File: src/core/dual_counter_pkg.sv
`default_nettype none

package dual_counter_pkg;

    localparam int          CNT_W       = 16;
    localparam int          BYTE_W      = 8;
    localparam int          AXI_DW      = 32;
    localparam int          AXI_AW      = 4;
    localparam int          PIN_W       = 9;

    // Register byte addresses
    localparam logic [3:0]  OFF_CTRL    = 4'h0;
    localparam logic [3:0]  OFF_STATUS  = 4'h4;
    localparam logic [3:0]  OFF_COUNT   = 4'h8;
    localparam logic [3:0]  OFF_STORE   = 4'hC;

    // Control and status field positions
    localparam int          CTRL_CLEAR_BIT   = 0;
    localparam int          CTRL_CAPTURE_BIT = 1;
    localparam int          ST_DRIVEN_BIT    = 0;
    localparam int          ST_CONFLICT_BIT  = 1;
    localparam int          ST_CLEAR_BIT     = 2;

    localparam logic [1:0]  RESP_OKAY   = 2'h0;
    localparam logic [1:0]  RESP_SLVERR = 2'h2;

    localparam logic [15:0] CNT_ZERO    = 16'h0000;
    localparam logic [15:0] CNT_ONE     = 16'h0001;
    localparam logic [15:0] CNT_TERM    = 16'hFFFF;
    localparam logic [7:0]  BYTE_ZERO   = 8'h00;
    localparam logic [31:0] WORD_ZERO   = 32'h0000_0000;

    // Pin idle: clocks low, enable off, clear held, selects high
    localparam logic [8:0]  PIN_RST     = 9'h02F;

    typedef struct packed {
        logic capture_clock;
        logic count_a_clock;
        logic count_b_clock;
        logic count_b_enable_n;
        logic counter_clear_n;
        logic sel_a_low_byte_n;
        logic sel_a_high_byte_n;
        logic sel_b_low_byte_n;
        logic sel_b_high_byte_n;
    } pin_in_t;

endpackage

`default_nettype wire

File: src/core/pin_sync.sv
`timescale 1ns/1ps
`default_nettype none

module pin_sync #(
    parameter int             W       = 1,
    parameter logic [W-1:0]   RST_VAL = '0
) (
    input  wire logic         mclk,
    input  wire logic         rst,
    input  wire logic [W-1:0] d,
    output logic      [W-1:0] q
);
    // First stage feeds only the second stage
    logic [W-1:0] meta_r;

    always_ff @(posedge mclk or posedge rst) begin
        if (rst) begin
            meta_r <= RST_VAL;
            q      <= RST_VAL;
        end else begin
            meta_r <= d;
            q      <= meta_r;
        end
    end
endmodule

`default_nettype wire

File: src/core/dual_counter.sv
// Operation
// - Two independent 16-bit counters, byte output floatable
// - Each counter has split 16-bit storage register
// - Each counter advances on its clock's rise
// - Capture edge loads both storage registers together
// - Single low select picks byte; none floats
// - B counts only when enable low at edge
// - Counting resumes only after clear released
`timescale 1ns/1ps
`default_nettype none

module dual_counter (
    input  wire logic                          mclk,
    input  wire logic                          rst,
    input  wire logic                          count_a_clock,
    input  wire logic                          count_b_clock,
    input  wire logic                          capture_clock,
    input  wire logic                          count_b_enable_n,
    input  wire logic                          counter_clear_n,
    input  wire logic                          sel_a_low_byte_n,
    input  wire logic                          sel_a_high_byte_n,
    input  wire logic                          sel_b_low_byte_n,
    input  wire logic                          sel_b_high_byte_n,
    output logic [dual_counter_pkg::BYTE_W-1:0] byte_out_bus,
    output logic                               byte_out_oe,
    output logic                               carry_out_a_n,
    input  wire logic                          s_axi_awvalid,
    output logic                               s_axi_awready,
    input  wire logic [dual_counter_pkg::AXI_AW-1:0] s_axi_awaddr,
    input  wire logic                          s_axi_wvalid,
    output logic                               s_axi_wready,
    input  wire logic [dual_counter_pkg::AXI_DW-1:0] s_axi_wdata,
    input  wire logic [3:0]                    s_axi_wstrb,
    output logic                               s_axi_bvalid,
    input  wire logic                          s_axi_bready,
    output logic [1:0]                         s_axi_bresp,
    input  wire logic                          s_axi_arvalid,
    output logic                               s_axi_arready,
    input  wire logic [dual_counter_pkg::AXI_AW-1:0] s_axi_araddr,
    output logic                               s_axi_rvalid,
    input  wire logic                          s_axi_rready,
    output logic [dual_counter_pkg::AXI_DW-1:0] s_axi_rdata,
    output logic [1:0]                         s_axi_rresp
);
    import dual_counter_pkg::*;

    function automatic logic is_mapped(input logic [AXI_AW-1:0] a);
        is_mapped = (a == OFF_CTRL) || (a == OFF_STATUS) ||
                    (a == OFF_COUNT) || (a == OFF_STORE);
    endfunction

    // ---------------- Pin sampling ----------------
    pin_in_t     raw;
    pin_in_t     s;
    pin_in_t     prev_r;
    assign raw = '{capture_clock, count_a_clock, count_b_clock,
                   count_b_enable_n, counter_clear_n, sel_a_low_byte_n,
                   sel_a_high_byte_n, sel_b_low_byte_n, sel_b_high_byte_n};

    pin_sync #(.W(PIN_W), .RST_VAL(PIN_RST)) u_sync (
        .mclk (mclk),
        .rst  (rst),
        .d    (raw),
        .q    (s)
    );

    always_ff @(posedge mclk or posedge rst) begin
        if (rst) prev_r <= PIN_RST;
        else     prev_r <= s;
    end

    // ---------------- Counters ----------------
    logic [CNT_W-1:0] cnt_a_r;
    logic [CNT_W-1:0] cnt_b_r;
    logic [CNT_W-1:0] store_a_r;
    logic [CNT_W-1:0] store_b_r;
    logic             soft_clear_r;
    logic             soft_cap_r;

    wire        edge_a   = s.count_a_clock & ~prev_r.count_a_clock;
    wire        edge_b   = s.count_b_clock & ~prev_r.count_b_clock;
    wire        edge_cap = s.capture_clock & ~prev_r.capture_clock;
    wire        cap_evt  = edge_cap | soft_cap_r;
    wire        clr      = ~s.counter_clear_n | soft_clear_r;
    wire        step_b   = edge_b & ~s.count_b_enable_n;
    // Clear beats any count edge in the same cycle
    wire [CNT_W-1:0] cnt_a_nxt = clr ? CNT_ZERO :
                                 edge_a ? cnt_a_r + CNT_ONE : cnt_a_r;
    wire [CNT_W-1:0] cnt_b_nxt = clr ? CNT_ZERO :
                                 step_b ? cnt_b_r + CNT_ONE : cnt_b_r;

    always_ff @(posedge mclk or posedge rst) begin
        if (rst) begin
            cnt_a_r       <= CNT_ZERO;
            cnt_b_r       <= CNT_ZERO;
            carry_out_a_n <= 1'b1;
        end else begin
            cnt_a_r       <= cnt_a_nxt;
            cnt_b_r       <= cnt_b_nxt;
            carry_out_a_n <= ~(cnt_a_nxt == CNT_TERM);
        end
    end

    always_ff @(posedge mclk or posedge rst) begin
        if (rst) begin
            store_a_r <= CNT_ZERO;
            store_b_r <= CNT_ZERO;
        end else if (cap_evt) begin
            store_a_r <= cnt_a_r;
            store_b_r <= cnt_b_r;
        end
    end

    // ---------------- Byte output ----------------
    wire [3:0] sel_low = ~{s.sel_a_low_byte_n, s.sel_a_high_byte_n,
                           s.sel_b_low_byte_n, s.sel_b_high_byte_n};
    wire [3:0] sel_rest = sel_low - 4'h1;
    wire       conflict = (sel_low & sel_rest) != 4'h0;
    wire       oe_nxt   = sel_low != 4'h0;
    // Overlapping selects resolve by priority; data is not promised then
    wire [BYTE_W-1:0] byte_nxt =
        sel_low[3] ? store_a_r[7:0]  :
        sel_low[2] ? store_a_r[15:8] :
        sel_low[1] ? store_b_r[7:0]  :
        sel_low[0] ? store_b_r[15:8] : BYTE_ZERO;

    always_ff @(posedge mclk or posedge rst) begin
        if (rst) begin
            byte_out_bus <= BYTE_ZERO;
            byte_out_oe  <= 1'b0;
        end else begin
            byte_out_bus <= byte_nxt;
            byte_out_oe  <= oe_nxt;
        end
    end

    // ---------------- AXI4-Lite slave ----------------
    logic              aw_got_r;
    logic              w_got_r;
    logic [AXI_AW-1:0] awaddr_r;
    logic [AXI_DW-1:0] wdata_r;
    logic              wstrb0_r;

    wire aw_take  = s_axi_awvalid & s_axi_awready;
    wire w_take   = s_axi_wvalid & s_axi_wready;
    wire ar_take  = s_axi_arvalid & s_axi_arready;
    wire do_write = aw_got_r & w_got_r;
    wire wr_ok    = is_mapped(awaddr_r);
    wire wr_ctrl  = do_write & (awaddr_r == OFF_CTRL) & wstrb0_r;
    wire aw_nxt   = ~do_write & (aw_got_r | aw_take);
    wire w_nxt    = ~do_write & (w_got_r | w_take);
    wire bv_nxt   = do_write | (s_axi_bvalid & ~s_axi_bready);
    wire rv_nxt   = ar_take | (s_axi_rvalid & ~s_axi_rready);

    wire [AXI_DW-1:0] status_w = {29'h0000_0000, clr, conflict, oe_nxt};
    wire [AXI_DW-1:0] rd_mux =
        (s_axi_araddr == OFF_CTRL)   ? {31'h0000_0000, soft_clear_r} :
        (s_axi_araddr == OFF_STATUS) ? status_w :
        (s_axi_araddr == OFF_COUNT)  ? {cnt_b_r, cnt_a_r} :
        (s_axi_araddr == OFF_STORE)  ? {store_b_r, store_a_r} : WORD_ZERO;

    always_ff @(posedge mclk or posedge rst) begin
        if (rst) begin
            aw_got_r      <= 1'b0;
            w_got_r       <= 1'b0;
            awaddr_r      <= 4'h0;
            wdata_r       <= WORD_ZERO;
            wstrb0_r      <= 1'b0;
            s_axi_awready <= 1'b1;
            s_axi_wready  <= 1'b1;
            s_axi_bvalid  <= 1'b0;
            s_axi_bresp   <= RESP_OKAY;
        end else begin
            aw_got_r      <= aw_nxt;
            w_got_r       <= w_nxt;
            s_axi_awready <= ~aw_nxt & ~bv_nxt;
            s_axi_wready  <= ~w_nxt & ~bv_nxt;
            s_axi_bvalid  <= bv_nxt;
            if (aw_take) awaddr_r <= s_axi_awaddr;
            if (w_take) begin
                wdata_r  <= s_axi_wdata;
                wstrb0_r <= s_axi_wstrb[0];
            end
            if (do_write) s_axi_bresp <= wr_ok ? RESP_OKAY : RESP_SLVERR;
        end
    end

    // Capture request is a one-cycle pulse; clear is a held level
    always_ff @(posedge mclk or posedge rst) begin
        if (rst) begin
            soft_clear_r <= 1'b0;
            soft_cap_r   <= 1'b0;
        end else begin
            soft_cap_r <= wr_ctrl & wdata_r[CTRL_CAPTURE_BIT];
            if (wr_ctrl) soft_clear_r <= wdata_r[CTRL_CLEAR_BIT];
        end
    end

    always_ff @(posedge mclk or posedge rst) begin
        if (rst) begin
            s_axi_arready <= 1'b1;
            s_axi_rvalid  <= 1'b0;
            s_axi_rdata   <= WORD_ZERO;
            s_axi_rresp   <= RESP_OKAY;
        end else begin
            s_axi_arready <= ~rv_nxt;
            s_axi_rvalid  <= rv_nxt;
            if (ar_take) begin
                s_axi_rdata <= rd_mux;
                s_axi_rresp <= is_mapped(s_axi_araddr) ? RESP_OKAY
                                                       : RESP_SLVERR;
            end
        end
    end
endmodule

`default_nettype wire

File: config.mk
export PLATFORM = sky130hd
export DESIGN_NAME = dual_counter
export DESIGN_NICKNAME = d
export VERILOG_FILES = /design/src/core/dual_counter_pkg.sv /design/src/core/pin_sync.sv /design/src/core/dual_counter.sv
export SDC_FILE = /design/constraint.sdc
export NUM_CORES = 1
export LEC_CHECK = 0
export ABC_AREA = 0
export ABC_CLOCK_PERIOD_IN_PS = 4230
export BUFFER_PORTS_ARGS = -buffer_cell sky130_fd_sc_hd__buf_2
export CORE_MARGIN = 1.5
export CORE_UTILIZATION = 50
export CTS_CLUSTER_SIZE = 24
export DETAILED_ROUTE_END_ITERATION = 16
export PLACE_DENSITY = 0.75
export SETUP_SLACK_MARGIN = 0.3
export SYNTH_ARGS = -nofsm -noshare
export SYNTH_HDL_FRONTEND = slang
export SYNTH_HIERARCHICAL = 1
export SYNTH_SLANG_ARGS = --single-unit
File: constraint.sdc
create_clock -name mclk -period 4.23 [get_ports mclk]
set_clock_uncertainty 0.1 [all_clocks]
set_input_delay 0.846 -clock mclk [delete_from_list [all_inputs] [get_ports mclk]]
set_output_delay 0.846 -clock mclk [all_outputs]
set_load 0.01 [all_outputs]
==> flow_summary.toml <==
[status]
status = "complete, no violations"

[flow_run]
cap_violations = 0

[layout]
multiInputGateArea_sq_mm = 0.00241
syn_to_final_growth_pct = 17.8
drive_gt1_frac = 0.275
final_common_cell = "dfrtp_1"
fill_cells = 999
layout.nets = 674
final_cell_mix = "dfrtp_1 (131), buf_2 (75), nand2_1 (54), nor2_1 (38), mux2_2 (37)"
antenna_cells = 0
register_area_sq_mm = 0.00365

[critical_path]
cp_slowest_stage_delay_ps = 670
crit_path_max_fanout = 29
cp-endpoint = "s_axi_rdata[16]"
path_cells = "buf_2 -> nor2_1 -> nand2_1 -> o31ai_1"
rr_worst_depth = 5
reg2reg_slack_ps = 2150
crit_buf_inv = 1
cp_slowest_cell = "nand2_1"
critical_path_depth = 4
arrival_ps = 2300
r2r_start = "prev_r[6]"
required_ps = 4440
critPathKind = "in2reg"
worstSetupStartpoint = "s_axi_araddr[1]"
endpoint_kind = "flip-flop"
timing.rr.end = "cnt_b_r[15]"
start_kind = "input port"
crit_family = "simple AND/OR/NAND/NOR gates"

[cts]
htreeDepth = 4
clk_path_buf_depth = 2
post-cts-setup-buffers = 0
ctsHoldBuffers = 0
ctsResizeCount = 0
insertion_delay_ps = 430
cts_tree = "built"
clk_pin_slew_ps = 60
cts-root-buf = "clkbuf_16"
cts_sinks = 145
numCtsBuffers = 17

[die]
die_area_sq_mm = 0.0132
ios = 111
fp.dieW_microns = 115
rows = 40
core-area_sq_mm = 0.0121
die_h_microns = 115
initial_utilization = 0.517

[timing]
fin_crit_ps = 2090
max_freq_mhz = 478
maxSlewHeadroom = 0.242
worst_slack_ps = 2140
tightest_slew_ps = 1130
slew_violations = 0
finalSetupTns_ps = 0
finalCritPeriodShare = 0.494
finalSetupViolCount = 0
rsz0062_at_grt = "false"
hold_viol = 0

[logic_synthesis]
ys_ff_latch = 145
synthArstFlopShare = 1.00
synthDominantCellAreaShare = 0.523
synth_flop_cell = "dfrtp_1"
syn_avg_cell_area_sq_um = 11.5
yosys-top-cells-area = "dfrtp_1 (52%), mux2_2 (6.6%), dfstp_2 (5.9%), mux2i_1 (5.3%), o31ai_1 (3.5%)"
ys_types = 50
syn_area_sq_mm = 0.00627
synth_cells = 546
ys_warn_count = 6
synth-edff-count = 0
synth_top_cell_by_area = "dfrtp_1"
ys_seq_area_frac = 0.582

[detailed_routing]
viasPerCell = 5.45
first_iter_violations = 349
drc = 0
post_drt_wl_per_cell_microns = 16.5
num_vias = 4322
ant_nets = 0
firstDrtPassIters = 5
totalWireLength_microns = 13100

[global_routing]
grt_pass1_vias = 4291
grt_antenna_before_repair = 0
groute.usage.overall = 0.217
grt_max_degree = 83
grt_pass1_wl_microns = 21700
overflow = 0

[power_and_ir_drop]
powerDensity_mw_per_mm2 = 465
p_leak_nw = 3.41
irDropWorstVdd_mv = 0.379

[placement]
routabilityCongestion = 0.851
dpl_worst_slack_ps = 1710
dp_hpwl_microns = 8770
io_buffers = 75

[worst_hold_path]
hold_path.class = "reg2reg"
[state kept, by name (all words and copies together), names as in the netlist, 2 cells and up]
signal         count
store_b_r         16
awaddr_r           4
u_sync/meta_r      9
store_a_r         16
cnt_b_r           16
byte_out_bus       8
prev_r             3
u_sync/q           9
s_axi_rdata       32
wdata_r            2
cnt_a_r           16
[per-layer routing]
| metal | routed length, microns | global-route usage | up-vias | share of wire |
|---|---|---|---|---|
| li1 | - | - | 2027 | - |
| met1 | 5990 | 0.294 | 2108 | 0.46 |
| met2 | 6000 | 0.331 | 166 | 0.46 |
| met3 | 859 | 0.0648 | 21 | 0.066 |
| met4 | 247 | 0.0881 | 0 | 0.019 |
| met5 | 0 | 0 | - | 0 |
[power breakdown]
part           internal [mW]  switching (mW)  total (mW)
sequential              1.50          0.0767        1.57
clock                  0.982           0.574        1.56
combinational          0.129           0.178       0.307
[worst min-delay path by stage]
stage / cells after the start / start / endpoint / slack, ps
after floorplan: 0 / u_sync/meta_r[4] / u_sync/q[4] / 230
after global placement: 0 / u_sync/meta_r[6] / u_sync/q[6] / 230
after detailed placement: 0 / u_sync/meta_r[6] / u_sync/q[6] / 230
after CTS: 0 / u_sync/meta_r[6] / u_sync/q[6] / 250
after global routing: 0 / u_sync/meta_r[7] / u_sync/q[7] / 250
final: 0 / u_sync/meta_r[7] / u_sync/q[7] / 240
[through the flow]
step	cell area, sq um	std cells	hold slack, ps	power, mW	utilization
2_1_floorplan	6270	547	231	1.80	-
3_3_place_gp	6770	761	233	1.89	0.559
3_5_place_dp	6770	761	235	1.90	0.559
4_1_cts	7390	793	248	3.47	0.610
5_1_grt	7390	793	252	3.58	0.610
6_report	7390	793	244	3.44	0.610
[synthesized netlist by cell type, types with 3 or more instances]
master	number
o21ai_0	21
dfstp_2	14
o211ai_1	9
xor2_1	11
a21oi_1	7
clkbuf_1	27
nand3_1	19
nand4_1	8
dfrtp_1	131
nand2b_1	9
nor2b_1	4
and3_1	3
xnor2_1	14
or3_1	4
mux2_2	37
inv_1	19
nand2_1	55
buf_2	3
mux2i_1	33
nand3b_1	9
o31ai_1	29
nor2_1	38
nor3_1	7
[logic make-up (layout without fill, tap and decap cells)]
family,Yosys count,in the layout,share of synthesized area
AO/OA/AOI/OAI,77,77,0.0813
XOR/XNOR,25,25,0.0349
adder cells (fa/ha/maj),3,3,0.00559
buffers and inverters,53,131,0.0347
flip-flops,145,145,0.582
multiplexers,71,71,0.123
other,1,2,0.000598
AND/OR/NAND/NOR,171,171,0.138
[final cells by class]
class                      instances  share of cell area
inverter                          19              0.0102
multi-input combinational        349               0.326
clock buffer                      18              0.0581
sequential                       145               0.494
tap                              168              0.0285
timing repair buffer              80              0.0576
clock inverter                    14              0.0257
(Power assumes the default switching activity.)
